[src/lblm_pkg.sv]
// Shared constants for the lighting bus lamp manager: register map, fields,
// trigger positions, lamp command codes and bus timing.
// Assumes a 200 MHz system clock.
package lblm_pkg;
  localparam int CLK_PERIOD_NS   = 5;
  localparam int HALF_BIT_NS     = 208333;
  localparam int ANSWER_WAIT_NS  = 9170000;
  localparam int HALF_BIT_CYC    = HALF_BIT_NS / CLK_PERIOD_NS;
  localparam int ANSWER_WAIT_CYC = ANSWER_WAIT_NS / CLK_PERIOD_NS;
  localparam int CNT_W           = 22;
  localparam int FWD_BITS        = 16;
  localparam int BACK_BITS       = 8;
  localparam int HALF_TOTAL      = 2 * (FWD_BITS + 1);

  localparam logic [7:0] OFS_CFG    = 8'h00;
  localparam logic [7:0] OFS_VALUE  = 8'h04;
  localparam logic [7:0] OFS_TRIG   = 8'h08;
  localparam logic [7:0] OFS_RESULT = 8'h0c;
  localparam logic [7:0] OFS_COUNT  = 8'h10;
  localparam logic [7:0] OFS_STATE  = 8'h14;

  localparam int CFG_LINE_LSB = 0;
  localparam int CFG_TYPE_BIT = 3;
  localparam int CFG_SYNC_BIT = 4;
  localparam int CFG_ADDR_LSB = 8;
  localparam int VAL_BRT_LSB  = 0;
  localparam int VAL_SCN_LSB  = 8;

  localparam int TRG_MAX   = 0;
  localparam int TRG_MIN   = 1;
  localparam int TRG_OFF   = 2;
  localparam int TRG_DIM   = 3;
  localparam int TRG_SCENE = 4;
  localparam int TRG_READ  = 5;
  localparam int TRG_N     = 6;

  localparam logic [2:0] GROUP_PREFIX = 3'b100;
  localparam logic [7:0] CMD_OFF      = 8'h00;
  localparam logic [7:0] CMD_MAX      = 8'h05;
  localparam logic [7:0] CMD_MIN      = 8'h06;
  localparam logic [7:0] CMD_SCENE    = 8'h10;
  localparam logic [7:0] CMD_Q_STATUS = 8'h90;
  localparam logic [7:0] CMD_Q_LEVEL  = 8'ha0;
  localparam logic [7:0] CMD_Q_FAULT  = 8'hf1;

  localparam logic [1:0] STEP_LEVEL  = 2'h0;
  localparam logic [1:0] STEP_STATUS = 2'h1;
  localparam logic [1:0] STEP_FAULT  = 2'h2;
endpackage

[src/lblm_edge.sv]
// Rising-edge detector for a group of trigger levels.
// Inputs come from logic on the same clock; no synchroniser here.
`timescale 1ns/1ps
module lblm_edge #(
  parameter int W = 6
) (
  input  wire logic         clk_i,
  input  wire logic         nrst_i,
  input  wire logic         ce_i,
  input  wire logic [W-1:0] level_i,
  output logic      [W-1:0] rise_o
);
  logic [W-1:0] prev_reg;

  always_ff @(posedge clk_i or negedge nrst_i) begin
    if (!nrst_i) begin
      prev_reg <= '0;
    end else if (ce_i) begin
      prev_reg <= level_i;
    end
  end

  // A held-high level yields one pulse only; frozen while ce_i is low.
  assign rise_o = level_i & ~prev_reg & {W{ce_i}};
endmodule

[src/lblm_link.sv]
// Bit-serial lamp bus port: sends one biphase forward frame, then optionally
// waits for and receives an eight-bit answer frame.
// Assumes the bus idles high and the rx pin is asynchronous to clk_i.
`timescale 1ns/1ps
module lblm_link
  import lblm_pkg::*;
#(
  parameter logic [CNT_W-1:0] HALF_CYC = CNT_W'(HALF_BIT_CYC),
  parameter logic [CNT_W-1:0] WAIT_CYC = CNT_W'(ANSWER_WAIT_CYC)
) (
  input  wire logic                clk_i,
  input  wire logic                nrst_i,
  input  wire logic                ce_i,
  input  wire logic                send_i,
  input  wire logic [FWD_BITS-1:0] frame_i,
  input  wire logic                expect_i,
  input  wire logic                rx_i,
  output logic                     tx_o,
  output logic                     busy_o,
  output logic                     ans_valid_o,
  output logic                     ans_none_o,
  output logic [7:0]               ans_data_o
);
  typedef enum logic [1:0] {L_IDLE, L_TX, L_WAIT, L_RX} lblm_link_state_type;
  lblm_link_state_type state_reg;
  logic [CNT_W-1:0]      cnt_reg;
  logic [5:0]            idx_reg;
  logic [HALF_TOTAL-1:0] sh_reg;
  logic [HALF_TOTAL-1:0] halves;
  logic                  expect_reg;
  logic                  sync1_reg;
  logic                  sync2_reg;
  logic                  prev_reg;
  logic                  tx_reg;
  logic                  valid_reg;
  logic                  none_reg;
  logic [7:0]            data_reg;
  wire                   fall = prev_reg & ~sync2_reg;
  wire                   tick = (cnt_reg == '0);

  // Each bit is a low half then a high half for a one; start bit is a one.
  for (genvar i = 0; i <= FWD_BITS; i++) begin : g_half
    wire b = (i == 0) ? 1'b1 : frame_i[FWD_BITS - i];
    assign halves[HALF_TOTAL-1-2*i] = ~b;
    assign halves[HALF_TOTAL-2-2*i] = b;
  end

  always_ff @(posedge clk_i or negedge nrst_i) begin
    if (!nrst_i) begin
      sync1_reg <= 1'b1;
      sync2_reg <= 1'b1;
      prev_reg  <= 1'b1;
    end else if (ce_i) begin
      sync1_reg <= rx_i;
      sync2_reg <= sync1_reg;
      prev_reg  <= sync2_reg;
    end
  end

  always_ff @(posedge clk_i or negedge nrst_i) begin
    if (!nrst_i) begin
      state_reg  <= L_IDLE;
      cnt_reg    <= '0;
      idx_reg    <= '0;
      sh_reg     <= '1;
      expect_reg <= 1'b0;
      tx_reg     <= 1'b1;
      valid_reg  <= 1'b0;
      none_reg   <= 1'b0;
      data_reg   <= '0;
    end else if (ce_i) begin
      valid_reg <= 1'b0;
      none_reg  <= 1'b0;
      case (state_reg)
        L_IDLE: begin
          tx_reg <= 1'b1;
          if (send_i) begin
            sh_reg     <= halves;
            expect_reg <= expect_i;
            idx_reg    <= '0;
            cnt_reg    <= '0;
            state_reg  <= L_TX;
          end
        end
        L_TX: begin
          if (tick) begin
            if (idx_reg == 6'(HALF_TOTAL)) begin
              tx_reg    <= 1'b1;
              cnt_reg   <= WAIT_CYC;
              state_reg <= expect_reg ? L_WAIT : L_IDLE;
            end else begin
              tx_reg  <= sh_reg[HALF_TOTAL-1];
              sh_reg  <= {sh_reg[HALF_TOTAL-2:0], 1'b1};
              idx_reg <= idx_reg + 6'h01;
              cnt_reg <= HALF_CYC - CNT_W'(1);
            end
          end else begin
            cnt_reg <= cnt_reg - CNT_W'(1);
          end
        end
        L_WAIT: begin
          // First sample sits mid second half of the first data bit, where the
          // bit value shows; the fall and every sample share one sync delay.
          if (fall) begin
            cnt_reg   <= HALF_CYC + HALF_CYC + HALF_CYC + (HALF_CYC >> 1);
            idx_reg   <= '0;
            state_reg <= L_RX;
          end else if (tick) begin
            none_reg  <= 1'b1;
            state_reg <= L_IDLE;
          end else begin
            cnt_reg <= cnt_reg - CNT_W'(1);
          end
        end
        L_RX: begin
          if (tick) begin
            data_reg <= {data_reg[6:0], sync2_reg};
            idx_reg  <= idx_reg + 6'h01;
            cnt_reg  <= HALF_CYC + HALF_CYC - CNT_W'(1);
            if (idx_reg == 6'(BACK_BITS - 1)) begin
              valid_reg <= 1'b1;
              state_reg <= L_IDLE;
            end
          end else begin
            cnt_reg <= cnt_reg - CNT_W'(1);
          end
        end
        default: state_reg <= L_IDLE;
      endcase
    end
  end

  assign tx_o        = tx_reg;
  assign busy_o      = (state_reg != L_IDLE);
  assign ans_valid_o = valid_reg;
  assign ans_none_o  = none_reg;
  assign ans_data_o  = data_reg;
endmodule

[src/lblm_manager.sv]
// Lighting bus lamp manager: APB registers, trigger handling, command
// sequencing and read-back of level, status and fault bytes.
// Assumes one lamp bus port shared by all lines, chosen by line_sel_o.
// Functional notes
// - Commands go to the bus line chosen by the line-select field.
// - Address type 0 means single lamp, 1 means group address.
// - Maximum trigger commands lamp or group to maximum level.
// - Minimum trigger commands lamp or group to minimum level.
// - Off trigger switches the lamp or group off.
// - Brightness trigger sends the current brightness value.
// - Scene trigger transmits the current scene number.
// - Read trigger queries level, status, fault; single lamp only.
// - Level, status and fault outputs change only through a read.
// - Status bits 0..2: general alarm, lamp fault, lamp on.
// - Status bit 5 reset state, 6 unaddressed, 7 power cycle.
// - Fault bits 0..3: short, open, load down, load up.
// - Fault bits 4..7: overcurrent, thermal stop, overload, reference.
// - Alive clears on read trigger, sets when the lamp answers.
// - Transmit counter counts every message sent.
// - Receive counter counts every answer received.
// - Read-complete is 0 during a read, 1 afterwards.
// - With sync on, a missing answer forces the queried data output to zero.
`timescale 1ns/1ps
module lblm_manager
  import lblm_pkg::*;
#(
  parameter int               LINE_W   = 3,
  parameter int               CNT_OUT  = 16,
  parameter logic [CNT_W-1:0] HALF_CYC = CNT_W'(HALF_BIT_CYC),
  parameter logic [CNT_W-1:0] WAIT_CYC = CNT_W'(ANSWER_WAIT_CYC)
) (
  input  wire logic               clk_i,
  input  wire logic               nrst_i,
  input  wire logic               ce_i,
  input  wire logic               psel_i,
  input  wire logic               penable_i,
  input  wire logic               pwrite_i,
  input  wire logic [7:0]         paddr_i,
  input  wire logic [31:0]        pwdata_i,
  output logic      [31:0]        prdata_o,
  output logic                    pready_o,
  output logic                    pslverr_o,
  input  wire logic               bus_rx_i,
  output logic                    bus_tx_o,
  output logic      [LINE_W-1:0]  line_sel_o,
  output logic      [7:0]         light_level_out_o,
  output logic      [7:0]         status_o,
  output logic      [7:0]         fault_o,
  output logic                    alive_o,
  output logic                    read_done_o,
  output logic      [CNT_OUT-1:0] tx_count_o,
  output logic      [CNT_OUT-1:0] rx_count_o
);
  typedef enum logic [1:0] {S_IDLE, S_ISSUE, S_HOLD} lblm_state_type;
  lblm_state_type     state_reg;
  logic [LINE_W-1:0]  line_reg;
  logic               type_reg;
  logic               sync_reg;
  logic [5:0]         addr_reg;
  logic [7:0]         bright_reg;
  logic [3:0]         scene_reg;
  logic [TRG_N-1:0]   trig_reg;
  logic [TRG_N-1:0]   pend_reg;
  logic [TRG_N-1:0]   pend_next;
  logic [TRG_N-1:0]   rise;
  logic [FWD_BITS-1:0] frame_reg;
  logic               expect_reg;
  logic               reading_reg;
  logic [1:0]         step_reg;
  logic [LINE_W-1:0]  sel_reg;
  logic [7:0]         level_reg;
  logic [7:0]         status_reg;
  logic [7:0]         fault_reg;
  logic               alive_reg;
  logic               done_reg;
  logic [CNT_OUT-1:0] txc_reg;
  logic [CNT_OUT-1:0] rxc_reg;
  logic [31:0]        rdata_reg;
  logic               link_busy;
  logic               ans_valid;
  logic               ans_none;
  logic [7:0]         ans_data;

  wire apb_setup = psel_i & ~penable_i;
  wire apb_acc   = psel_i & penable_i & ce_i;
  wire apb_wr    = apb_acc & pwrite_i;
  wire hit_cfg   = (paddr_i == OFS_CFG);
  wire hit_val   = (paddr_i == OFS_VALUE);
  wire hit_trig  = (paddr_i == OFS_TRIG);
  wire hit_any   = hit_cfg | hit_val | hit_trig | (paddr_i == OFS_RESULT)
                 | (paddr_i == OFS_COUNT) | (paddr_i == OFS_STATE);

  wire [31:0] rd_word =
      hit_cfg  ? {18'h0, addr_reg, 3'h0, sync_reg, type_reg, line_reg} :
      hit_val  ? {20'h0, scene_reg, bright_reg} :
      hit_trig ? {26'h0, trig_reg} :
      (paddr_i == OFS_RESULT) ? {8'h0, fault_reg, status_reg, level_reg} :
      (paddr_i == OFS_COUNT)  ? {rxc_reg, txc_reg} :
      (paddr_i == OFS_STATE)  ? {18'h0, pend_reg, 5'h0, reading_reg, done_reg, alive_reg} :
      32'h0;

  // Trigger levels are written by software; only their rising edges count.
  // edge detection
  lblm_edge #(.W(TRG_N)) u_edge (
    .clk_i   (clk_i),
    .nrst_i  (nrst_i),
    .ce_i    (ce_i),
    .level_i (trig_reg),
    .rise_o  (rise)
  );

  // Lowest set pending bit wins; new edges are never lost to a clear.
  wire [TRG_N-1:0] pick     = pend_reg & (~pend_reg + 6'h01);
  wire             in_idle  = (state_reg == S_IDLE);
  wire             go_query = in_idle & reading_reg;
  wire             go_read  = in_idle & ~reading_reg & pick[TRG_READ];
  wire             go_cmd   = in_idle & ~reading_reg & (pend_reg != '0) & ~pick[TRG_READ];
  wire             finished = (state_reg == S_HOLD) & ~link_busy;
  wire             answered = finished & ans_valid;
  wire             missing  = finished & ~ans_valid;
  wire [TRG_N-1:0] clr      = (go_read | go_cmd) ? pick : '0;
  wire [TRG_N-1:0] accept   = type_reg ? (rise & ~(6'h01 << TRG_READ)) : rise;

  assign pend_next = (pend_reg & ~clr) | accept;

  wire direct   = pick[TRG_DIM];
  wire [7:0] addr_byte = type_reg ? {GROUP_PREFIX, addr_reg[3:0], ~direct}
                                  : {1'b0, addr_reg, ~direct};
  wire [7:0] cmd_byte =
      pick[TRG_MAX]   ? CMD_MAX :
      pick[TRG_MIN]   ? CMD_MIN :
      pick[TRG_DIM]   ? bright_reg :
      pick[TRG_SCENE] ? (CMD_SCENE | {4'h0, scene_reg}) :
      CMD_OFF;
  wire [7:0] query_byte = (step_reg == STEP_LEVEL)  ? CMD_Q_LEVEL :
                          (step_reg == STEP_STATUS) ? CMD_Q_STATUS : CMD_Q_FAULT;
  wire [7:0] qaddr_byte = {1'b0, addr_reg, 1'b1};

  always_ff @(posedge clk_i or negedge nrst_i) begin
    if (!nrst_i) begin
      line_reg   <= '0;
      type_reg   <= 1'b0;
      sync_reg   <= 1'b0;
      addr_reg   <= '0;
      bright_reg <= '0;
      scene_reg  <= '0;
      trig_reg   <= '0;
      rdata_reg  <= '0;
    end else if (ce_i) begin
      if (apb_setup) begin
        rdata_reg <= rd_word;
      end
      if (apb_wr & hit_cfg) begin
        line_reg <= pwdata_i[CFG_LINE_LSB +: LINE_W];
        type_reg <= pwdata_i[CFG_TYPE_BIT];
        sync_reg <= pwdata_i[CFG_SYNC_BIT];
        addr_reg <= pwdata_i[CFG_ADDR_LSB +: 6];
      end
      if (apb_wr & hit_val) begin
        bright_reg <= pwdata_i[VAL_BRT_LSB +: 8];
        scene_reg  <= pwdata_i[VAL_SCN_LSB +: 4];
      end
      if (apb_wr & hit_trig) begin
        trig_reg <= pwdata_i[TRG_N-1:0];
      end
    end
  end

  always_ff @(posedge clk_i or negedge nrst_i) begin
    if (!nrst_i) begin
      state_reg   <= S_IDLE;
      pend_reg    <= '0;
      frame_reg   <= '0;
      expect_reg  <= 1'b0;
      reading_reg <= 1'b0;
      step_reg    <= STEP_LEVEL;
      sel_reg     <= '0;
      txc_reg     <= '0;
    end else if (ce_i) begin
      pend_reg <= pend_next;
      case (state_reg)
        S_IDLE: begin
          if (go_read) begin
            reading_reg <= 1'b1;
            step_reg    <= STEP_LEVEL;
          end else if (go_query | go_cmd) begin
            frame_reg  <= go_query ? {qaddr_byte, query_byte} : {addr_byte, cmd_byte};
            expect_reg <= go_query;
            state_reg  <= S_ISSUE;
          end
        end
        S_ISSUE: begin
          sel_reg <= line_reg;
          txc_reg   <= txc_reg + CNT_OUT'(1);
          state_reg <= S_HOLD;
        end
        S_HOLD: begin
          if (finished) begin
            state_reg <= S_IDLE;
            if (reading_reg) begin
              step_reg <= step_reg + 2'h1;
              if (step_reg == STEP_FAULT) begin
                reading_reg <= 1'b0;
              end
            end
          end
        end
        default: state_reg <= S_IDLE;
      endcase
    end
  end

  // Status and fault bytes are passed through bit for bit from the lamp.
  // read-back capture
  always_ff @(posedge clk_i or negedge nrst_i) begin
    if (!nrst_i) begin
      level_reg  <= '0;
      status_reg <= '0;
      fault_reg  <= '0;
    end else if (ce_i & reading_reg & (answered | (missing & sync_reg))) begin
      case (step_reg)
        STEP_LEVEL:  level_reg  <= answered ? ans_data : 8'h00;
        STEP_STATUS: status_reg <= answered ? ans_data : 8'h00;
        default:     fault_reg  <= answered ? ans_data : 8'h00;
      endcase
    end
  end

  always_ff @(posedge clk_i or negedge nrst_i) begin
    if (!nrst_i) begin
      alive_reg <= 1'b0;
      done_reg  <= 1'b1;
      rxc_reg   <= '0;
    end else if (ce_i) begin
      if (go_read) begin
        alive_reg <= 1'b0;
      end else if (answered) begin
        alive_reg <= 1'b1;
      end
      if (go_read) begin
        done_reg <= 1'b0;
      end else if (finished & reading_reg & (step_reg == STEP_FAULT)) begin
        done_reg <= 1'b1;
      end
      if (answered) begin
        rxc_reg <= rxc_reg + CNT_OUT'(1);
      end
    end
  end

  lblm_link #(.HALF_CYC(HALF_CYC), .WAIT_CYC(WAIT_CYC)) u_link (
    .clk_i       (clk_i),
    .nrst_i      (nrst_i),
    .ce_i        (ce_i),
    .send_i      (state_reg == S_ISSUE),
    .frame_i     (frame_reg),
    .expect_i    (expect_reg),
    .rx_i        (bus_rx_i),
    .tx_o        (bus_tx_o),
    .busy_o      (link_busy),
    .ans_valid_o (ans_valid),
    .ans_none_o  (ans_none),
    .ans_data_o  (ans_data)
  );

  // No wait states while ce_i is high; a frozen clock enable holds pready_o low and stalls the bus.
  assign pready_o          = ce_i;
  assign pslverr_o         = psel_i & penable_i & ~hit_any;
  assign prdata_o          = rdata_reg;
  assign line_sel_o        = sel_reg;
  assign light_level_out_o = level_reg;
  assign status_o          = status_reg;
  assign fault_o           = fault_reg;
  assign alive_o           = alive_reg;
  assign read_done_o       = done_reg;
  assign tx_count_o        = txc_reg;
  assign rx_count_o        = rxc_reg;
endmodule

[config.mk]
export PLATFORM = sky130hd
export DESIGN_NAME = lblm_manager
export DESIGN_NICKNAME = d
export VERILOG_FILES = /design/src/lblm_pkg.sv /design/src/lblm_edge.sv /design/src/lblm_link.sv /design/src/lblm_manager.sv
export SDC_FILE = /design/constraint.sdc
export NUM_CORES = 1
export LEC_CHECK = 0
export BUFFER_PORTS_ARGS = -buffer_cell sky130_fd_sc_hd__buf_2
export CAP_MARGIN = 40
export CORE_UTILIZATION = 59
export DETAILED_ROUTE_END_ITERATION = 8
export GPL_TIMING_DRIVEN = 1
export PLACE_DENSITY_LB_ADDON = 0.08
export SLEW_MARGIN = 20
export SYNTH_ARGS = -nofsm -noshare
export SYNTH_HDL_FRONTEND = slang
export SYNTH_HIERARCHICAL = 1
export SYNTH_SLANG_ARGS = --single-unit
[constraint.sdc]
create_clock -name clk_i -period 2.9 [get_ports clk_i]
set_input_delay 0.435 -clock clk_i [delete_from_list [all_inputs] [get_ports clk_i]]
set_output_delay 0.435 -clock clk_i [all_outputs]
set_load 0.005 [all_outputs]
Word level (Yosys, flattened, before mapping) --
Index checks and enable logic that the tools add are counted.
Storage, ports and cells: register bits 234, latch bits 0, memory bits (writable) 0, bits in read-only memories 0, bits of input ports 47, logic and storage cells 232, memories kept 0
Cells by class: $add $sub $neg 6, $mul 0, divide/modulo/power cells 0, $lt $le $gt $ge 0, eq/ne operators 28, shift operators 0, muxes and demuxes 66, bitwise logic cells 64, reductions and logical operators 34
Operator list (number):
- two-way mux 32 bit | 5
- two-way mux 22 bit | 5
- two-way mux 34 bit | 3
- case mux 22 bit (4 select lines) | 1
- case mux 34 bit (2 select lines) | 1
- two-way mux 6 bit | 7
- two-way mux 8 bit | 5
- adder 16 x 1 -> 16 bit, second input constant | 2
- two-way mux 2 bit | 14
- NOT 1 bit | 26
- AND 6 bit | 4
- case mux 6 bit (4 select lines) | 1
- AND 1 bit | 22
- zero test 22 bit | 1
- AND reduction 2 bit | 11
- subtractor 22 x 1 -> 22 bit, second input constant | 1
- two-way mux 21 bit | 1
- NOT 6 bit | 3
- equality test 8 x 4 -> 1 bit, second input constant | 2
- equality test 8 x 5 -> 1 bit, second input constant | 2
- two-way mux 16 bit | 1
- != test 2 x 1 -> 1 bit, second input constant | 8
- two-way mux 14 bit | 1
- two-way mux 7 bit | 2
- 28 further kinds | 69

Longest topological paths before layout --
depth after elaboration 10, mapped depth 10, mapped depth without buffers 8

Hierarchy --
The synthesis kept the hierarchy.
By module, submodules not included:
- lblm_manager | times used 1, cells an instance 664, area each 7029.2 um2, sequential area each 3754.9 um2
- lblm_link | times used 1, cells an instance 481, area each 4306.6 um2, sequential area each 2024.4 um2
- lblm_edge | times used 1, cells an instance 19, area each 304.0 um2, sequential area each 150.1 um2

Worst setup path before layout --
Ideal clock, no wire load.
kind flip-flop to flip-flop, start point register u_link.cnt_reg[0], end point register u_link.cnt_reg[12], setup time 0.126 ns, data arrival time 2.325 ns, required time 2.774 ns, slack 0.449 ns, cell stages (with the launch flop) 9, buffers on the path 0, period minus slack after synthesis 2.451 ns, path through dfrtp_1 -> inv_1 -> ha_1 -> or3b_2 -> or4_1 -> nor4_1 -> xnor2_1 -> nand2_1 -> a221o_1
Between the ends: cells in the longest elaborated chain, start to end 4, elaborated cells between the ends (all ways) 9
RTL lines:
- from (decl) | RTL line lblm_link.sv:26 | logic [CNT_W-1:0] cnt_reg;
- from (signal assigned) | RTL line lblm_link.sv:95 | cnt_reg <= HALF_CYC - CNT_W'(1);
- from (signal assigned) | RTL line lblm_link.sv:98 | cnt_reg <= cnt_reg - CNT_W'(1);
- from (signal assigned) | RTL line lblm_link.sv:105 | cnt_reg <= HALF_CYC + HALF_CYC + HALF_CYC + (HALF_CYC >> 1);
- subtractor 22 x 1 -> 22 bit | RTL line lblm_link.sv:98, lblm_link.sv:112, lblm_link.sv:125
- two-way mux 22 bit | RTL line lblm_link.sv:108 | end else if (tick) begin
- two-way mux 22 bit | RTL line lblm_link.sv:104 | if (fall) begin
- case mux 22 bit (4 select lines) | RTL line lblm_link.sv:74 | case (state_reg)
Parallel ways exist; a longest one is shown, timed or not. The select of a mux whose other input is x is not followed. A chain may end at the register's enable or synchronous reset.

Worst setup path after layout --
start point register u_link.cnt_reg[9], end point register u_link.data_reg[4] (netlist: u_link/ans_data_o[4])
Between the ends: cells in the longest elaborated chain, start to end 2
RTL lines:
- zero test 22 bit | RTL line lblm_link.sv:39 | wire tick = (cnt_reg == '0);
- AND reduction 3 bit (no line)
- to (signal assigned) | RTL line lblm_link.sv:117 | data_reg <= {data_reg[6:0], sync2_reg};
- to (decl) | RTL line lblm_link.sv:37 | logic [7:0] data_reg;
Every way passes these cells.

==> results.txt <==
----------------------------------------------------
[Clock tree]
  H-tree levels ... 1
  Root buffer cell ... sky130_fd_sc_hd__clkbuf_16
  Sinks on the clock net ... 234
  CTS Buffer Depth ... 3
  Clock slew at the register clock pins of the worst setup and hold paths ... 0.06 ns
  Number of buffers created by CTS ... 25
  CTS tree ... yes
  Later-pin clock latency in the skew report ... ~0.52 ns

[Route]
  Length of the first detailed-routing pass in iterations ... 7
  Iteration-0 DRC Markers ... 873
  Wirelength per Cell ... 19.47 um
  Final WL ... between 30 and 40 mm
  Total number of vias ... 9593
  # DRC ... 0
  DRT antenna net count ... 0
  Vias per inst ... 6.126

[Power and ir drop]
  Relative contribution of combinational cells to total power ... 25.2%
  Overall power ... between 10 and 15 mW
  Power density relative to cell area ... 748.6 nW/um2
  Internal portion of total power ... 6.772 mW
  Proportion of total power due to net switching ... 32.84%
  Share of total power in the clock network ... 31.3%
  IR Drop Worst-Case VDD ... ~0.55 mV
  Psw ... approximately 3.3 mW
  Sequential cell fraction of total power ... 43.5%
  Leak pwr ... 6.553 nW

[Setup path]
  Critical path arrival ... 3.03 ns
  Nature of the critical path startpoint ... register
  Required time worst endpoint ... 3.30 ns
  Maximum fanout count along the critical path ... 9
  Setup CP Type ... register to register
  CP endpoint kind ... register

[Placed design]
  Final HPWL from detailed placement ... 21.56 mm
  Port Buf Inserts ... 124
  Placed instance area ... ~13000 um2
  Last weighted congestion value of the routability-driven placer ... 0.9249

[Min path]
  Path category of the worst min-delay check ... input port to register

[Synthesis]
  Netlist area before placement ... approximately 12000 um2
  Synthesized instance count ... approximately 1200
  Warnings from Yosys ... 6
  Mean area per synthesized cell ... 10.00 um2
  Synthesized netlist net count ... 1217

[Floorplanning]
  Number of cell rows ... 50
  Floorplan die height ... 142.2 um
  Placeable Area ... about 19000 um2
  Effective utilization at floorplan ... 61.19%
  Floorplan die area ... between 20000 and 25000 um2
  Chip Width ... around 140 um
  I/O pin count ... 143

[STA]
  Final Setup Violations ... 0
  Fraction of the cycle the final worst path needs ... between 90% and 100%
  Max-slew violation total from the final report ... 0
  Unrepaired setup endpoints after global routing ... false
  Normalized max-slew margin ... between 50% and 60%
  Final-report hold violation count ... 0
  Final Skew ... 0.008746 ns
  Min Hold Slack ... around 0.15 ns
  Transition time at the pin with the least slew margin ... roughly 0.74 ns
  Final setup TNS ... 0 ns
  Final min period ... 2.625 ns
  Achievable Freq ... 0.3809 GHz

[Layout]
  Number of flip-flops in the largest register ... 34
  Final instance area ... 13470 um2
  Ant diodes ... 0
  Area growth from synthesis to final layout ... 16.14%
  Proportion of layout cells with a drive suffix above 1 ... around a quarter
  Nets@finish ... ~1300

[Global route]
  Via count of the first global-routing pass ... 9174
  Wire length of the first global-routing pass ... 48.75 mm
  Remaining Overflow, GRT ... 0
  Maximum number of pins on one net before global-route repair ... 95
  Global-route usage over all layers ... 30.77%
  Initial antenna violation count ... 1

[Run]
  Max cap viols ... 0

[Outcome]
  Outcome ... complete, no violations

----------------------------------------------------
-- metrics by stage --
stage	setup WS (ns)	utilization, %	std cells
after global placement	0.2898	66.59	1520
after floorplan	0.4487	-	1160
after detailed placement	0.2723	66.59	1520
final	0.2747	71.07	1566
after global routing	0.1376	71.07	1566
after CTS	0.2599	70.92	1565
-- per-layer routing --
layer / share of wire, % / GRT usage, %
met1: 45 / 44.49
met3: 6.3 / 4.475
met4: 2.3 / 8.829
met5: 0.043 / 0
met2: 46 / 48.35
-- path summary, 6_finish.rpt --
check / start / end / slack (ns) / cells after the start
max in group asynchronous: nrst_i / u_link/prev_reg / 1.59 / 3
min in group asynchronous: nrst_i / prdata_o[29] / 0.56 / 2
worst min-delay path: pwdata_i[6] / bright_reg[6] / 0.15 / 2
worst min register to register: prdata_o[29] / prdata_o[29] / 0.46 / 2
worst max-delay path: u_link/cnt_reg[9] / u_link/ans_data_o[4] / 0.27 / 6
worst max register to register: u_link/cnt_reg[9] / u_link/ans_data_o[4] / 0.27 / 6
-- area by class of cell --
class	instances	area (um2)
multi-input cells	839	5330
repair buffers	168	1021
clock inverters	10	102.6
well taps	260	325.3
clock buffers	34	709.4
inverters	21	78.83
flip-flops and latches	234	5904
fillers	1496	5484
-- cell usage in the layout, fill, tap and decap left out, types with 15 or more instances in the layout --
cell,n
sky130_fd_sc_hd__dfrtp_1,195
sky130_fd_sc_hd__nand2_1,191
sky130_fd_sc_hd__buf_2,123
sky130_fd_sc_hd__o21ai_0,99
sky130_fd_sc_hd__nor2_1,53
sky130_fd_sc_hd__mux2_2,47
sky130_fd_sc_hd__a21oi_1,45
sky130_fd_sc_hd__nand3_1,43
sky130_fd_sc_hd__buf_4,39
sky130_fd_sc_hd__dfstp_2,39
sky130_fd_sc_hd__a22o_1,29
sky130_fd_sc_hd__clkbuf_16,25
sky130_fd_sc_hd__a21o_1,22
sky130_fd_sc_hd__inv_1,21
sky130_fd_sc_hd__nand4_1,20
sky130_fd_sc_hd__xnor2_1,19
sky130_fd_sc_hd__nor3_1,18
sky130_fd_sc_hd__o31ai_1,15
-- critical path, cell delays in order, from the launching register on --
cell and delay [ns]:
sky130_fd_sc_hd__dfrtp_1 0.45, sky130_fd_sc_hd__or4_4 0.58, sky130_fd_sc_hd__or2_1 0.38, sky130_fd_sc_hd__nor4_4 0.40, sky130_fd_sc_hd__nand2_2 0.14, sky130_fd_sc_hd__nor2_8 0.20, sky130_fd_sc_hd__mux2_2 0.36
-- power groups by stage --
stage / registers [mW] / clock network [mW] / logic, mW
after floorplan: 4.23 / 0 / 1.88
after global placement: 4.40 / 0 / 2.43
after detailed placement: 4.42 / 0 / 2.49
after CTS: 4.37 / 3.20 / 2.50
after global routing: 4.46 / 3.32 / 2.85
final: 4.39 / 3.16 / 2.54
-- repair_timing --
item / 4_1_cts / 5_1_grt
setup buffers: 0 / 0
setup endpoints to repair: 0 / 0
endpoints found under the hold margin: 59 / 0
gates resized for setup: 0 / 0
hold buffers: 1 / 0
Note: power is estimated with default switching activity, not from simulation.
